File: src/logic/fcl_map.svh
// Register indices, field positions, reset values and timing of the fan control limit block
`ifndef FCL_MAP_SVH
`define FCL_MAP_SVH

// Register indices; the byte address is four times the index
`define FCL_IDX_CTRL 8'h40
`define FCL_IDX_STATUS 8'h41
`define FCL_IDX_ACOUSTIC 8'h42
`define FCL_IDX_FLOOR1 8'h64
`define FCL_IDX_FLOOR2 8'h65
`define FCL_IDX_FLOOR3 8'h66
`define FCL_IDX_START_R1 8'h67
`define FCL_IDX_START_LOC 8'h68
`define FCL_IDX_START_R2 8'h69
`define FCL_IDX_CRIT_R1 8'h6A
`define FCL_IDX_CRIT_LOC 8'h6B
`define FCL_IDX_CRIT_R2 8'h6C
`define FCL_IDX_HYST_R1_LOC 8'h6D
`define FCL_IDX_HYST_R2 8'h6E
`define FCL_IDX_TEST 8'h6F
`define FCL_IDX_OFFSET_R1 8'h70

// Reset values
`define FCL_RST_FLOOR 8'h80
`define FCL_RST_START 8'h5A
`define FCL_RST_CRIT 8'h64
`define FCL_RST_HYST_R1_LOC 8'h44
`define FCL_RST_HYST_R2 8'h40
`define FCL_RST_ZERO 8'h00

// Field positions
`define FCL_CTRL_LOCK_BIT 0
`define FCL_CTRL_AUTO_BIT 1
`define FCL_ACOU_EN_BIT 7
`define FCL_ACOU_RATE_HI 6
`define FCL_ACOU_RATE_LO 4
`define FCL_TEST_ON_BIT 0

// Special values
`define FCL_CRIT_DISABLE 8'h80
`define FCL_CRIT_RELEASE_C 9'h004
`define FCL_DUTY_FULL 8'hFF

// Timing: one ramp slot, slowest code steps 1 count per slot (33% to 100% in 35 s)
`define FCL_RAMP_SLOT_MS 205
`define FCL_CLK_KHZ 100000

`endif

File: src/logic/fcl_pkg.sv
// Types shared by the fan control limit block
package fcl_pkg;

   // Corrected or raw readings of the three temperature channels, 1 C per LSB
   typedef struct packed {
      logic [7:0] remote_two;
      logic [7:0] local_temp;
      logic [7:0] remote_one;
   } fcl_temps_type;

   // Bus answer state
   typedef enum logic [1:0] {
      FCL_IDLE = 2'b01,
      FCL_ANSWER = 2'b10
   } fcl_bus_state_type;

endpackage : fcl_pkg

File: src/logic/fcl_top.sv
// Fan control limit registers, fail-safe and floor duty logic behind an APB slave
//
// Function
// With enable bit 7 set, fan output 2 ramps gradually toward each new duty.
// Software should disable spin-up time on outputs using gradual ramping.
// Floor duty register sets lowest automatic duty, linear 0x00 off to 0xFF full.
// Floor duty registers ignore writes while automatic fan control mode is on.
// Above start temperature the fan runs at floor duty, rising with temperature span.
// After lock is set, start, critical, test and offset registers ignore writes.
// Any channel above its critical limit forces all fan outputs to full duty.
// A critical limit of 0x80 disables the fail-safe for that channel.
// Full duty holds until temperature falls below critical limit minus 4 C.
// Below start temperature the fan stays at floor until start minus hysteresis.
// Hysteresis is a 4-bit field, 0 to 15 C at 1 C per step.
// Software should program at least 4 C of hysteresis.
// Test enable bit 0 set enters pin tree test mode; clearing leaves it.
// Software must not write bits 7 to 1 of the test enable register.
// Signed offset register is added to the first remote reading, 1 C per LSB.
// Three-bit ramp field selects step size; slowest takes 35 s from 33% to 100%.
// Start and critical limits compare with readings at 1 C per LSB.
`timescale 1ns/1ps
`include "fcl_map.svh"

module fcl_top #(
   parameter int unsigned RAMP_SLOT_CYCLES = `FCL_RAMP_SLOT_MS * `FCL_CLK_KHZ
)(
   input wire logic pclk,
   input wire logic presetn,
   input wire logic psel,
   input wire logic penable,
   input wire logic pwrite,
   input wire logic [11:0] paddr,
   input wire logic [31:0] pwdata,
   output logic [31:0] prdata,
   output logic pready,
   output logic pslverr,
   input wire fcl_pkg::fcl_temps_type temps_raw,
   input wire logic [2:0][3:0] temperature_span,
   output logic [7:0] fan_drive_output_1,
   output logic [7:0] fan_drive_output_2,
   output logic [7:0] fan_drive_output_3,
   output logic pin_tree_test_on,
   output fcl_pkg::fcl_temps_type temps_corrected
);

   // ----------------------------------------------------------------
   // Functions
   // ----------------------------------------------------------------
   // Duty counts added per ramp slot for each rate code
   function automatic logic [7:0] fcl_step(input logic [2:0] code);
      logic [7:0] s;
      s = 8'h01;
      unique case (code)
         3'h0: s = 8'h01;
         3'h1: s = 8'h02;
         3'h2: s = 8'h03;
         3'h3: s = 8'h05;
         3'h4: s = 8'h08;
         3'h5: s = 8'h0C;
         3'h6: s = 8'h18;
         3'h7: s = 8'h30;
      endcase
      return s;
   endfunction : fcl_step

   // Saturate a 13-bit sum to one duty byte
   function automatic logic [7:0] fcl_sat(input logic [12:0] v);
      return (v > 13'h00FF) ? `FCL_DUTY_FULL : v[7:0];
   endfunction : fcl_sat

   // ----------------------------------------------------------------
   // Registers
   // ----------------------------------------------------------------
   logic [2:0][7:0] floor_q;
   logic [2:0][7:0] start_q;
   logic [2:0][7:0] crit_q;
   logic [7:0] hyst_a_q;
   logic [7:0] hyst_b_q;
   logic test_q;
   logic [7:0] offset_q;
   logic [7:0] acoustic_q;
   logic lock_q;
   logic auto_q;
   logic [2:0] active_q;
   logic [2:0] tripped_q;
   logic [7:0] duty1_q;
   logic [7:0] duty2_q;
   logic [7:0] duty3_q;
   logic [31:0] slot_cnt_q;
   logic [31:0] prdata_q;
   logic pready_q;
   logic pslverr_q;
   fcl_pkg::fcl_temps_type corr_q;
   fcl_pkg::fcl_bus_state_type bus_q;

   // ----------------------------------------------------------------
   // APB decode
   // ----------------------------------------------------------------
   wire [9:0] idx = paddr[11:2];
   wire aligned = (paddr[1:0] == 2'b00);
   wire setup = psel && !penable;
   wire wr_go = psel && penable && pwrite && pready_q && !pslverr_q;
   wire hit_ctrl = (idx == {2'b00, `FCL_IDX_CTRL});
   wire hit_status = (idx == {2'b00, `FCL_IDX_STATUS});
   wire hit_acou = (idx == {2'b00, `FCL_IDX_ACOUSTIC});
   wire hit_hyst_a = (idx == {2'b00, `FCL_IDX_HYST_R1_LOC});
   wire hit_hyst_b = (idx == {2'b00, `FCL_IDX_HYST_R2});
   wire hit_test = (idx == {2'b00, `FCL_IDX_TEST});
   wire hit_offset = (idx == {2'b00, `FCL_IDX_OFFSET_R1});
   wire [2:0] hit_floor;
   wire [2:0] hit_start;
   wire [2:0] hit_crit;
   wire hit_any;
   wire [7:0] rd_byte;

   // Status is read-only; writes to it are answered and dropped
   assign hit_any = aligned && (hit_ctrl || hit_status || hit_acou || hit_hyst_a || hit_hyst_b
      || hit_test || hit_offset || (|hit_floor) || (|hit_start) || (|hit_crit));

   // Readings and limits are all whole degrees, so no scaling on compare
   wire [2:0][7:0] temp_ch = {corr_q.remote_two, corr_q.local_temp, corr_q.remote_one};
   wire [2:0][3:0] hyst_ch = {hyst_b_q[7:4], hyst_a_q[3:0], hyst_a_q[7:4]};
   wire [2:0][7:0] target_ch;
   wire [2:0] trip_now;

   assign rd_byte =
      hit_ctrl ? {6'h00, auto_q, lock_q} :
      hit_status ? {2'b00, active_q, tripped_q} :
      hit_acou ? acoustic_q :
      hit_hyst_a ? hyst_a_q :
      hit_hyst_b ? hyst_b_q :
      hit_test ? {7'h00, test_q} :
      hit_offset ? offset_q :
      hit_floor[0] ? floor_q[0] :
      hit_floor[1] ? floor_q[1] :
      hit_floor[2] ? floor_q[2] :
      hit_start[0] ? start_q[0] :
      hit_start[1] ? start_q[1] :
      hit_start[2] ? start_q[2] :
      hit_crit[0] ? crit_q[0] :
      hit_crit[1] ? crit_q[1] :
      hit_crit[2] ? crit_q[2] : 8'h00;

   // ----------------------------------------------------------------
   // Temperature correction
   // ----------------------------------------------------------------
   wire signed [9:0] r1_sum = $signed({2'b00, temps_raw.remote_one})
      + $signed({{2{offset_q[7]}}, offset_q});
   // Clamp instead of wrapping so a large offset cannot turn a hot reading cold
   wire [7:0] r1_corr = r1_sum[9] ? 8'h00 : (r1_sum[8] ? 8'hFF : r1_sum[7:0]);

   // ----------------------------------------------------------------
   // Per-channel limit logic
   // ----------------------------------------------------------------
   genvar g;
   generate
      for (g = 0; g < 3; g++)
      begin : g_ch
         wire [7:0] t = temp_ch[g];
         wire above_start = t > start_q[g];
         // Nine bits so a start below the hysteresis never wraps to a high level
         wire [8:0] release_lvl = {1'b0, start_q[g]} - {5'h00, hyst_ch[g]};
         wire at_release = !release_lvl[8] && ({1'b0, t} <= release_lvl);
         wire crit_on = crit_q[g] != `FCL_CRIT_DISABLE;
         wire [8:0] crit_rel = {1'b0, crit_q[g]} - `FCL_CRIT_RELEASE_C;
         wire below_rel = !crit_rel[8] && ({1'b0, t} < crit_rel);
         wire [7:0] excess = above_start ? t - start_q[g] : 8'h00;
         wire [12:0] rise = {1'b0, excess} * {9'h000, temperature_span[g]};
         assign hit_floor[g] = idx == 10'(`FCL_IDX_FLOOR1 + g);
         assign hit_start[g] = idx == 10'(`FCL_IDX_START_R1 + g);
         assign hit_crit[g] = idx == 10'(`FCL_IDX_CRIT_R1 + g);
         assign trip_now[g] = crit_on && (t > crit_q[g]);
         // Off below the band; floor plus span slope above start
         assign target_ch[g] = active_q[g] ? fcl_sat({5'h00, floor_q[g]} + rise) : 8'h00;

         always_ff @(posedge pclk or negedge presetn)
         begin
            if (!presetn)
            begin
               active_q[g] <= 1'b0;
               tripped_q[g] <= 1'b0;
            end
            else
            begin
               if (above_start)
                  active_q[g] <= 1'b1;
               else if (at_release)
                  active_q[g] <= 1'b0;
               if (!crit_on)
                  tripped_q[g] <= 1'b0;
               else if (trip_now[g])
                  tripped_q[g] <= 1'b1;
               else if (below_rel)
                  tripped_q[g] <= 1'b0;
            end
         end

         always_ff @(posedge pclk or negedge presetn)
         begin
            if (!presetn)
            begin
               floor_q[g] <= `FCL_RST_FLOOR;
               start_q[g] <= `FCL_RST_START;
               crit_q[g] <= `FCL_RST_CRIT;
            end
            else
            begin
               if (wr_go && hit_floor[g] && !auto_q)
                  floor_q[g] <= pwdata[7:0];
               if (wr_go && hit_start[g] && !lock_q)
                  start_q[g] <= pwdata[7:0];
               if (wr_go && hit_crit[g] && !lock_q)
                  crit_q[g] <= pwdata[7:0];
            end
         end
      end
   endgenerate

   // ----------------------------------------------------------------
   // Fan duty outputs
   // ----------------------------------------------------------------
   // Fail-safe takes priority and bypasses the ramp so cooling is immediate
   wire force_full = |tripped_q;
   wire ramp_en = acoustic_q[`FCL_ACOU_EN_BIT];
   wire [7:0] step = fcl_step(acoustic_q[`FCL_ACOU_RATE_HI:`FCL_ACOU_RATE_LO]);
   wire slot_end = slot_cnt_q >= RAMP_SLOT_CYCLES - 32'd1;
   wire [7:0] up_gap = target_ch[1] - duty2_q;
   wire [7:0] down_gap = duty2_q - target_ch[1];
   wire [7:0] ramp_next =
      (target_ch[1] > duty2_q) ? ((up_gap > step) ? duty2_q + step : target_ch[1]) :
      ((down_gap > step) ? duty2_q - step : target_ch[1]);

   // Free-running slot: a new target waits at most one slot before the first step
   always_ff @(posedge pclk or negedge presetn)
   begin
      if (!presetn)
         slot_cnt_q <= 32'd0;
      else
         slot_cnt_q <= slot_end ? 32'd0 : slot_cnt_q + 32'd1;
   end

   always_ff @(posedge pclk or negedge presetn)
   begin
      if (!presetn)
      begin
         duty1_q <= 8'h00;
         duty2_q <= 8'h00;
         duty3_q <= 8'h00;
      end
      else
      begin
         // Outputs 1 and 3 follow their target directly; only output 2 ramps
         duty1_q <= force_full ? `FCL_DUTY_FULL : target_ch[0];
         duty3_q <= force_full ? `FCL_DUTY_FULL : target_ch[2];
         if (force_full)
            duty2_q <= `FCL_DUTY_FULL;
         else if (!ramp_en)
            duty2_q <= target_ch[1];
         else if (slot_end)
            duty2_q <= ramp_next;
      end
   end

   always_ff @(posedge pclk or negedge presetn)
   begin
      if (!presetn)
         corr_q <= '0;
      else
         corr_q <= '{remote_two: temps_raw.remote_two, local_temp: temps_raw.local_temp, remote_one: r1_corr};
   end

   // ----------------------------------------------------------------
   // Configuration registers
   // ----------------------------------------------------------------
   always_ff @(posedge pclk or negedge presetn)
   begin
      if (!presetn)
      begin
         hyst_a_q <= `FCL_RST_HYST_R1_LOC;
         hyst_b_q <= `FCL_RST_HYST_R2;
      end
      else if (wr_go)
      begin
         if (hit_hyst_a)
            hyst_a_q <= pwdata[7:0];
         if (hit_hyst_b)
            hyst_b_q <= pwdata[7:0];
      end
   end

   // Locked registers drop writes silently; the bus still answers without error
   always_ff @(posedge pclk or negedge presetn)
   begin
      if (!presetn)
      begin
         test_q <= 1'b0;
         offset_q <= `FCL_RST_ZERO;
      end
      else if (wr_go && !lock_q)
      begin
         if (hit_test)
            test_q <= pwdata[`FCL_TEST_ON_BIT];
         if (hit_offset)
            offset_q <= pwdata[7:0];
      end
   end

   always_ff @(posedge pclk or negedge presetn)
   begin
      if (!presetn)
         acoustic_q <= `FCL_RST_ZERO;
      else if (wr_go && hit_acou)
         acoustic_q <= pwdata[7:0];
   end

   // Auto mode freezes the floor duties; lock only sets and falls only at reset
   always_ff @(posedge pclk or negedge presetn)
   begin
      if (!presetn)
      begin
         lock_q <= 1'b0;
         auto_q <= 1'b0;
      end
      else if (wr_go && hit_ctrl)
      begin
         lock_q <= lock_q | pwdata[`FCL_CTRL_LOCK_BIT];
         auto_q <= pwdata[`FCL_CTRL_AUTO_BIT];
      end
   end

   // ----------------------------------------------------------------
   // APB answer: one access cycle, data prepared in the setup cycle
   // ----------------------------------------------------------------
   always_ff @(posedge pclk or negedge presetn)
   begin
      if (!presetn)
      begin
         bus_q <= fcl_pkg::FCL_IDLE;
         pready_q <= 1'b0;
         pslverr_q <= 1'b0;
         prdata_q <= 32'h0000_0000;
      end
      else
      begin
         unique case (bus_q)
            fcl_pkg::FCL_IDLE:
               if (setup)
               begin
                  bus_q <= fcl_pkg::FCL_ANSWER;
                  pready_q <= 1'b1;
                  pslverr_q <= !hit_any;
                  prdata_q <= (hit_any && !pwrite) ? {24'h000000, rd_byte} : 32'h0000_0000;
               end
            fcl_pkg::FCL_ANSWER:
            begin
               bus_q <= fcl_pkg::FCL_IDLE;
               pready_q <= 1'b0;
               pslverr_q <= 1'b0;
               prdata_q <= 32'h0000_0000;
            end
            default:
               bus_q <= fcl_pkg::FCL_IDLE;
         endcase
      end
   end

   assign prdata = prdata_q;
   assign pready = pready_q;
   assign pslverr = pslverr_q;
   assign fan_drive_output_1 = duty1_q;
   assign fan_drive_output_2 = duty2_q;
   assign fan_drive_output_3 = duty3_q;
   assign pin_tree_test_on = test_q;
   assign temps_corrected = corr_q;

endmodule : fcl_top

File: config.mk
export PLATFORM = sky130hd
export DESIGN_NAME = fcl_top
export DESIGN_NICKNAME = d
export VERILOG_FILES = /design/src/logic/fcl_pkg.sv /design/src/logic/fcl_top.sv
export VERILOG_INCLUDE_DIRS = /design/src /design/src/logic
export SDC_FILE = /design/constraint.sdc
export NUM_CORES = 1
export LEC_CHECK = 0
export BUFFER_PORTS_ARGS = -buffer_cell sky130_fd_sc_hd__buf_2
export CAP_MARGIN = 25
export CORE_MARGIN = 2
export CORE_UTILIZATION = 45
export DETAILED_ROUTE_END_ITERATION = 10
export MAX_ROUTING_LAYER = met4
export RECOVER_POWER = 25
export SETUP_SLACK_MARGIN = 0.02
export SYNTH_ARGS = -nofsm -noshare
export SYNTH_HDL_FRONTEND = slang
export SYNTH_SLANG_ARGS = --single-unit
File: constraint.sdc
create_clock -name pclk -period 11.7 [get_ports pclk]
set_input_delay 3.51 -clock pclk [delete_from_list [all_inputs] [get_ports pclk]]
set_output_delay 3.51 -clock pclk [all_outputs]
set_load 0.005 [all_outputs]
==> results of run 1 <==
-- per-stage QoR --
step	area (sq um)	std cells	hold slack (ns)	power, mW	util (%)
after floorplan	18030	1997	0.4209	1.354	-
after detailed placement	18980	2575	0.4546	1.550	48.00
final	19840	2627	0.4516	2.353	50.18
after global placement	18980	2575	0.4383	1.530	48.00
after global routing	19840	2627	0.4987	2.510	50.18
after CTS	19850	2623	0.4625	2.378	50.19
-- power breakdown --
part           switching (mW)  total, mW  internal (mW)
registers              0.0150      0.734          0.719
logic                   0.464      0.806          0.342
clock network           0.327      0.812          0.485
total                   0.806       2.35           1.55
-- layer usage --
| metal | vias up | share of wire [%] | GRT usage, % |
|---|---|---|---|
| met1 | 7102 | 44 | 31.95 |
| li1 | 6983 | - | - |
| met5 | - | 0 | - |
| met3 | 107 | 5.9 | 3.867 |
| met2 | 399 | 47 | 40.25 |
| met4 | 0 | 3.1 | 7.430 |
-- Yosys cell counts (12+ instances only) --
master	n	area share, %
nor3_1	32	0.89
dfrtp_1	177	25
nand2_1	164	3.4
fa_1	68	7.6
xnor2_1	62	3.0
a21oi_1	107	3.0
a22oi_1	17	0.71
nand3_1	37	1.0
nand4_1	29	1.0
xor2_1	30	1.5
inv_1	222	4.6
nor2_1	124	2.6
mux2_2	88	5.5
nor2b_1	34	1.2
a211oi_1	15	0.63
and3_1	17	0.59
a21o_1	29	1.2
buf_4	24	1.0
clkbuf_1	40	0.84
and2_1	51	1.8
nand2b_1	23	0.80
o21ai_0	98	2.7
o211ai_1	13	0.54
nor4_1	19	0.66
ha_1	228	16
dfstp_2	28	4.1
a31oi_1	12	0.42
o21a_1	23	0.96
-- critical path, delay by kind of cell --
kind	cells	cell delay (ns)
adder cells (fa/ha/maj)	6	2.60
AO/OA/AOI/OAI	14	3.28
XOR/XNOR	1	0.13
buffers and inverters	4	0.43
multiplexers	1	0.38
AND/OR/NAND/NOR	4	0.80
-- cells by family after synthesis --
| kind of cell | after synthesis | share of synthesized area [%] |
|---|---|---|
| muxes | 93 | 5.808 |
| other | 1 | 0.02092 |
| xor gates and xnor gates | 92 | 4.496 |
| AOI/OAI and AO/OA | 407 | 14.56 |
| DFF | 205 | 28.82 |
| buffers and inverters | 298 | 6.835 |
| and+or+nand+nor | 575 | 15.95 |
| adders and majority gates | 296 | 23.51 |
-- sequential cells by signal, summed over array words and instances, names as in the netlist --
signal / cells
acoustic_q: 8
active_q: 3
auto_q: 1
bus_q: 2
crit_q: 24
fan_drive_output_1: 8
fan_drive_output_2: 8
fan_drive_output_3: 8
floor_q: 24
g_ch.t: 24
hyst_a_q: 8
hyst_b_q: 8
lock_q: 1
offset_q: 8
pin_tree_test_on: 1
prdata: 8
pready: 1
pslverr: 1
slot_cnt_q: 32
start_q: 24
tripped_q: 3
-- cell type report --
class | instances | area share, %
Multi-Input combinational cell | 1494 | 58.71
Clock buffer | 35 | 3.707
Clock inverter | 13 | 0.6431
Tap cell | 525 | 3.310
Inverter | 222 | 4.199
Antenna cell | 4 | 0.05044
Sequential cell | 205 | 26.03
Timing Repair Buffer | 129 | 3.354
-- worst max path at each step --
stage	startpoint	endpoint	slack (ns)	depth (start not counted)
6_report	temperature_span[7]	fan_drive_output_2[0]$_DFFE_PN0P_	1.00	30
5_1_grt	temperature_span[7]	fan_drive_output_2[0]$_DFFE_PN0P_	0.35	30
4_1_cts	temperature_span[7]	fan_drive_output_2[0]$_DFFE_PN0P_	1.02	30
3_5_place_dp	temperature_span[7]	fan_drive_output_2[0]$_DFFE_PN0P_	0.47	30
3_3_place_gp	temperature_span[7]	fan_drive_output_2[0]$_DFFE_PN0P_	0.55	30
2_1_floorplan	temperature_span[7]	fan_drive_output_2[0]$_DFFE_PN0P_	1.53	29
==> results.toml, run 1 <==
[placement]
gp_congestion = 0.9918
dp_hpwl_mm = 38.61
pre_cts_ws_ns = 0.4682
io_buffers = 119

[detailed_routing]
post-route-drc-count = 0
avgRoutedWirePerCell_um = 18.90
dr_total_vias = 14590
finalWirelength_mm = 49.66
drt_iter0_drc = 770
routed_via_density = 5.554
firstDrtPassIters = 5
ant_nets = 0

[timing]
timing.fmax_ghz = 0.09349
worst_slew_pin_slew_ns = 4.243
skew_ns = 0.02047
setup_tns_ns = 0
post-route-period-util_pct = 91.42
period_needed_ns = 10.70
rsz0062_at_grt = "no"
setup_ws_ns = 1.004
hold_viol = 0
setup_viol = 0
slew_headroom_pct = -182.9
slew_viol_final = 110

[power_and_ir_drop]
power.leakage_nw = 9.644
cellPowerDensity_nw_per_um2 = 118.6
vdd_drop_max_mv = 0.1145

[final_layout]
regArea_sq_um = 5165
fillCellCount = 3770
drive_gt1_share_pct = 14.63
fin_nets = 2459
final_common_cell = "ha_1"
final_cell_mix = "ha_1 (228), inv_1 (222), dfrtp_1 (177)"
syn_to_final_growth_pct = 10.72
multi_input_area_sq_um = 11650

[floorplanning]
core_sq_um = 39550
fp.dieW_um = 203.6
io_pins = 168
die_area_sq_um = 41440
rows = 73
start_util_pct = 45.32
die_y_um = 203.6

[synth]
synthFlopType = "dfrtp_1"
netlist_area_sq_um = 17920
async_reset_ff_share_pct = 100.0
synth.distinct_cells = 81
yosys_warnings = 0
synth_seq_cells = 205
avgSynthCellArea_sq_um = 9.111
synth_edf_count = 0
yosysSeqAreaShare_pct = 28.82
syn_inst = 1967

[critical_path]
rr_endpoint = "fan_drive_output_2[0]$_DFFE_PN0P_"
worstSetupEndpointType = "flop"
worstPathMaxFanout = 9
criticalPathCategory = "in -> reg"
regToRegSetupSlack_ns = 1.70
cp.arrival_ns = 11.17
max_stage_delay_ns = 0.54
r2r_start = "start_q[11]$_DFFE_PN1P_"
start_kind = "primary input"
cpMaxStageDelayCell = "fa_1"
rr_worst_depth = 38
cp.required_ns = 12.17

[clock_tree]
cts.clk_slew.worst_paths_ns = 0.06
cts_buffers = 26
cts.path.max_buffers = 3
cts_tree = "yes"
clock_latency_ns = 0.55
postCtsSetupRepairBufs = 0
h-tree-depth = 1
cts_hold_buf = 0
cts-resized-gates = 0
clock-sinks = 205
cts-root-buf = "clkbuf_16"

[job]
maxCapViolCount = 2

[global_route]
grt_pass1_wl_mm = 78.63
grt_use_total_pct = 24.77
grt_pass1_vias = 14320
grt_max_degree = 75
grt_antenna_before_repair = 4
overflow = 0

[worst_hold_path]
hold_class = "reg -> reg"
holdPathEnd = "bus_q[1]$_DFFE_PN0P_"
min-delay-start = "bus_q[1]$_DFFE_PN0P_"
holdPathStages = 1

[run_status]
outcome = "finished, violations left"
violations = "capacitance limit, slew limit"
(Power assumes the default switching activity.)
==> inputs of run 2 (changes only) <==
==> constraint.sdc (replaced) <==
create_clock -name pclk -period 11.7 [get_ports pclk]
set_input_delay 2.925 -clock pclk [delete_from_list [all_inputs] [get_ports pclk]]
set_output_delay 2.925 -clock pclk [all_outputs]
set_load 0.005 [all_outputs]
==> results.toml, run 2 (synthesized netlist as in run 1, its figures left out) <==
[critical_path]
cp_top_family = "compound AO/OA/AOI/OAI gates"
start_kind = "primary input"
cp.arrival_ns = 10.59
r2r_start = "start_q[11]$_DFFE_PN1P_"
regToRegSetupSlack_ns = 1.68
worstSetupEndpointType = "flop"
rr_endpoint = "fan_drive_output_2[0]$_DFFE_PN0P_"
cpMaxStageDelayCell = "fa_1"
rr_worst_depth = 37
worstPathMaxFanout = 9
critPathBufInv = 3
criticalPathCategory = "in -> reg"
max_stage_delay_ns = 0.55
cp.required_ns = 12.16

[power_and_ir_drop]
switchingPower_mw = 0.8293
vdd_drop_max_mv = 0.08615
cellPowerDensity_nw_per_um2 = 124.4
combPwrFrac_pct = 32.3
clockPowerShare_pct = 38.1
power.leakage_nw = 9.710
sequentialPowerShare_pct = 29.5
p_int_mw = 1.658
switching_share_pct = 33.34

[timing]
setup_tns_ns = 0
post-route-period-util_pct = 86.58
period_needed_ns = 10.13
slew_viol_final = 75
rsz0062_at_grt = "no"
hold_viol = 0
worst_slew_pin_slew_ns = 4.007
slew_headroom_pct = -167.1
setup_viol = 0
skew_ns = 0.02478
timing.fmax_ghz = 0.09872

[clock_tree]
postCtsSetupRepairBufs = 0
clock-sinks = 205
clock_latency_ns = 0.56
cts-root-buf = "clkbuf_16"
cts_hold_buf = 0
cts.clk_slew.worst_paths_ns = 0.06
cts_tree = "yes"
cts.path.max_buffers = 3
h-tree-depth = 1
cts_buffers = 27
cts-resized-gates = 0

[floorplanning]
fp.dieW_um = 203.6
start_util_pct = 45.32
rows = 73
core_sq_um = 39550
io_pins = 168
die_y_um = 203.6
die_area_sq_um = 41440

[final_layout]
final_cell_mix = "ha_1 (228), inv_1 (222), dfrtp_1 (177)"
final_common_cell = "ha_1"
drive_gt1_share_pct = 14.82
finish.instance_area_sq_um = 19990
instances_no_fill = 2629
regArea_sq_um = 5165
fillCellCount = 3748
fin_util_pct = 50.55
fin_nets = 2459
largest_reg_flops = 32
multi_input_area_sq_um = 11650
largest-register = "slot_cnt_q"
syn_to_final_growth_pct = 11.55

[global_route]
overflow = 0
grt_antenna_before_repair = 5
grt_pass1_vias = 14380
grt_use_total_pct = 24.85
grt_max_degree = 75
grt_pass1_wl_mm = 79.24

[placement]
dp_hpwl_mm = 38.69
place_area_sq_um = 18980
io_buffers = 119
gp_congestion = 0.9909
dp_cells = 2574

[worst_hold_path]
holdPathStages = 1
hold_class = "reg -> reg"
holdPathEnd = "bus_q[1]$_DFFE_PN0P_"
min-delay-start = "bus_q[1]$_DFFE_PN0P_"

[detailed_routing]
drt_iter0_drc = 966
post-route-drc-count = 0
finalWirelength_mm = 49.53
firstDrtPassIters = 7
routed_via_density = 5.536
dr_total_vias = 14550
avgRoutedWirePerCell_um = 18.84
ant_nets = 0

[run_status]
violations = "capacitance limit, slew limit"
outcome = "finished, violations left"

[job]
maxCapViolCount = 1
run 2: layout make-up:
type	instances	share of cell area, %
Timing Repair Buffer	128	3.292
Inverter	222	4.168
Multi-Input combinational cell	1494	58.27
Tap cell	525	3.286
Sequential cell	205	25.83
Clock inverter	18	1.464
Antenna cell	5	0.06258
Clock buffer	32	3.624
run 2: through the flow:
step	hold WS (ns)	worst slack, ns	power [mW]
finish	0.4504	1.570	2.487
global route	0.4983	0.8176	2.646
CTS	0.4625	1.641	2.506
detailed placement	0.4546	1.081	1.546
global placement	0.4385	1.209	1.527
floorplan	0.4209	2.119	1.354
run 2: power groups by stage:
stage,Sequential (mW),Clock [mW],Combinational (mW)
after floorplan,0.741,0,0.613
after global placement,0.747,0,0.780
after detailed placement,0.747,0,0.799
after CTS,0.734,0.965,0.806
after global routing,0.735,0.992,0.919
final,0.734,0.948,0.804
run 2: metal layers:
layer	GRT usage [%]	wire length (um)
met4	6.439	1345
met2	40.35	23430
met3	3.643	2727
met1	32.62	22030
met5	-	0
run 2: worst register-to-register path, delay by kind of cell (launching register included):
family | cells | cell delay [ns]
mux | 1 | 0.38
simple gates | 6 | 1.38
xor+xnor | 1 | 0.14
fa+ha+maj | 7 | 2.88
compound gates | 18 | 4.35
flops | 1 | 0.54
buf+inv | 4 | 0.28
run 2: worst max path at each step:
stage | cells after the start | slack (ns) | to | startpoint
floorplan | 29 | 2.12 | fan_drive_output_2[0]$_DFFE_PN0P_ | temperature_span[7]
global placement | 29 | 1.21 | fan_drive_output_2[0]$_DFFE_PN0P_ | temperature_span[7]
detailed placement | 29 | 1.08 | fan_drive_output_2[0]$_DFFE_PN0P_ | temperature_span[7]
CTS | 29 | 1.64 | fan_drive_output_2[0]$_DFFE_PN0P_ | temperature_span[7]
global route | 39 | 0.82 | fan_drive_output_2[0]$_DFFE_PN0P_ | g_ch[1].t[0]$_DFF_PN0_
finish | 29 | 1.57 | fan_drive_output_2[0]$_DFFE_PN0P_ | temperature_span[7]
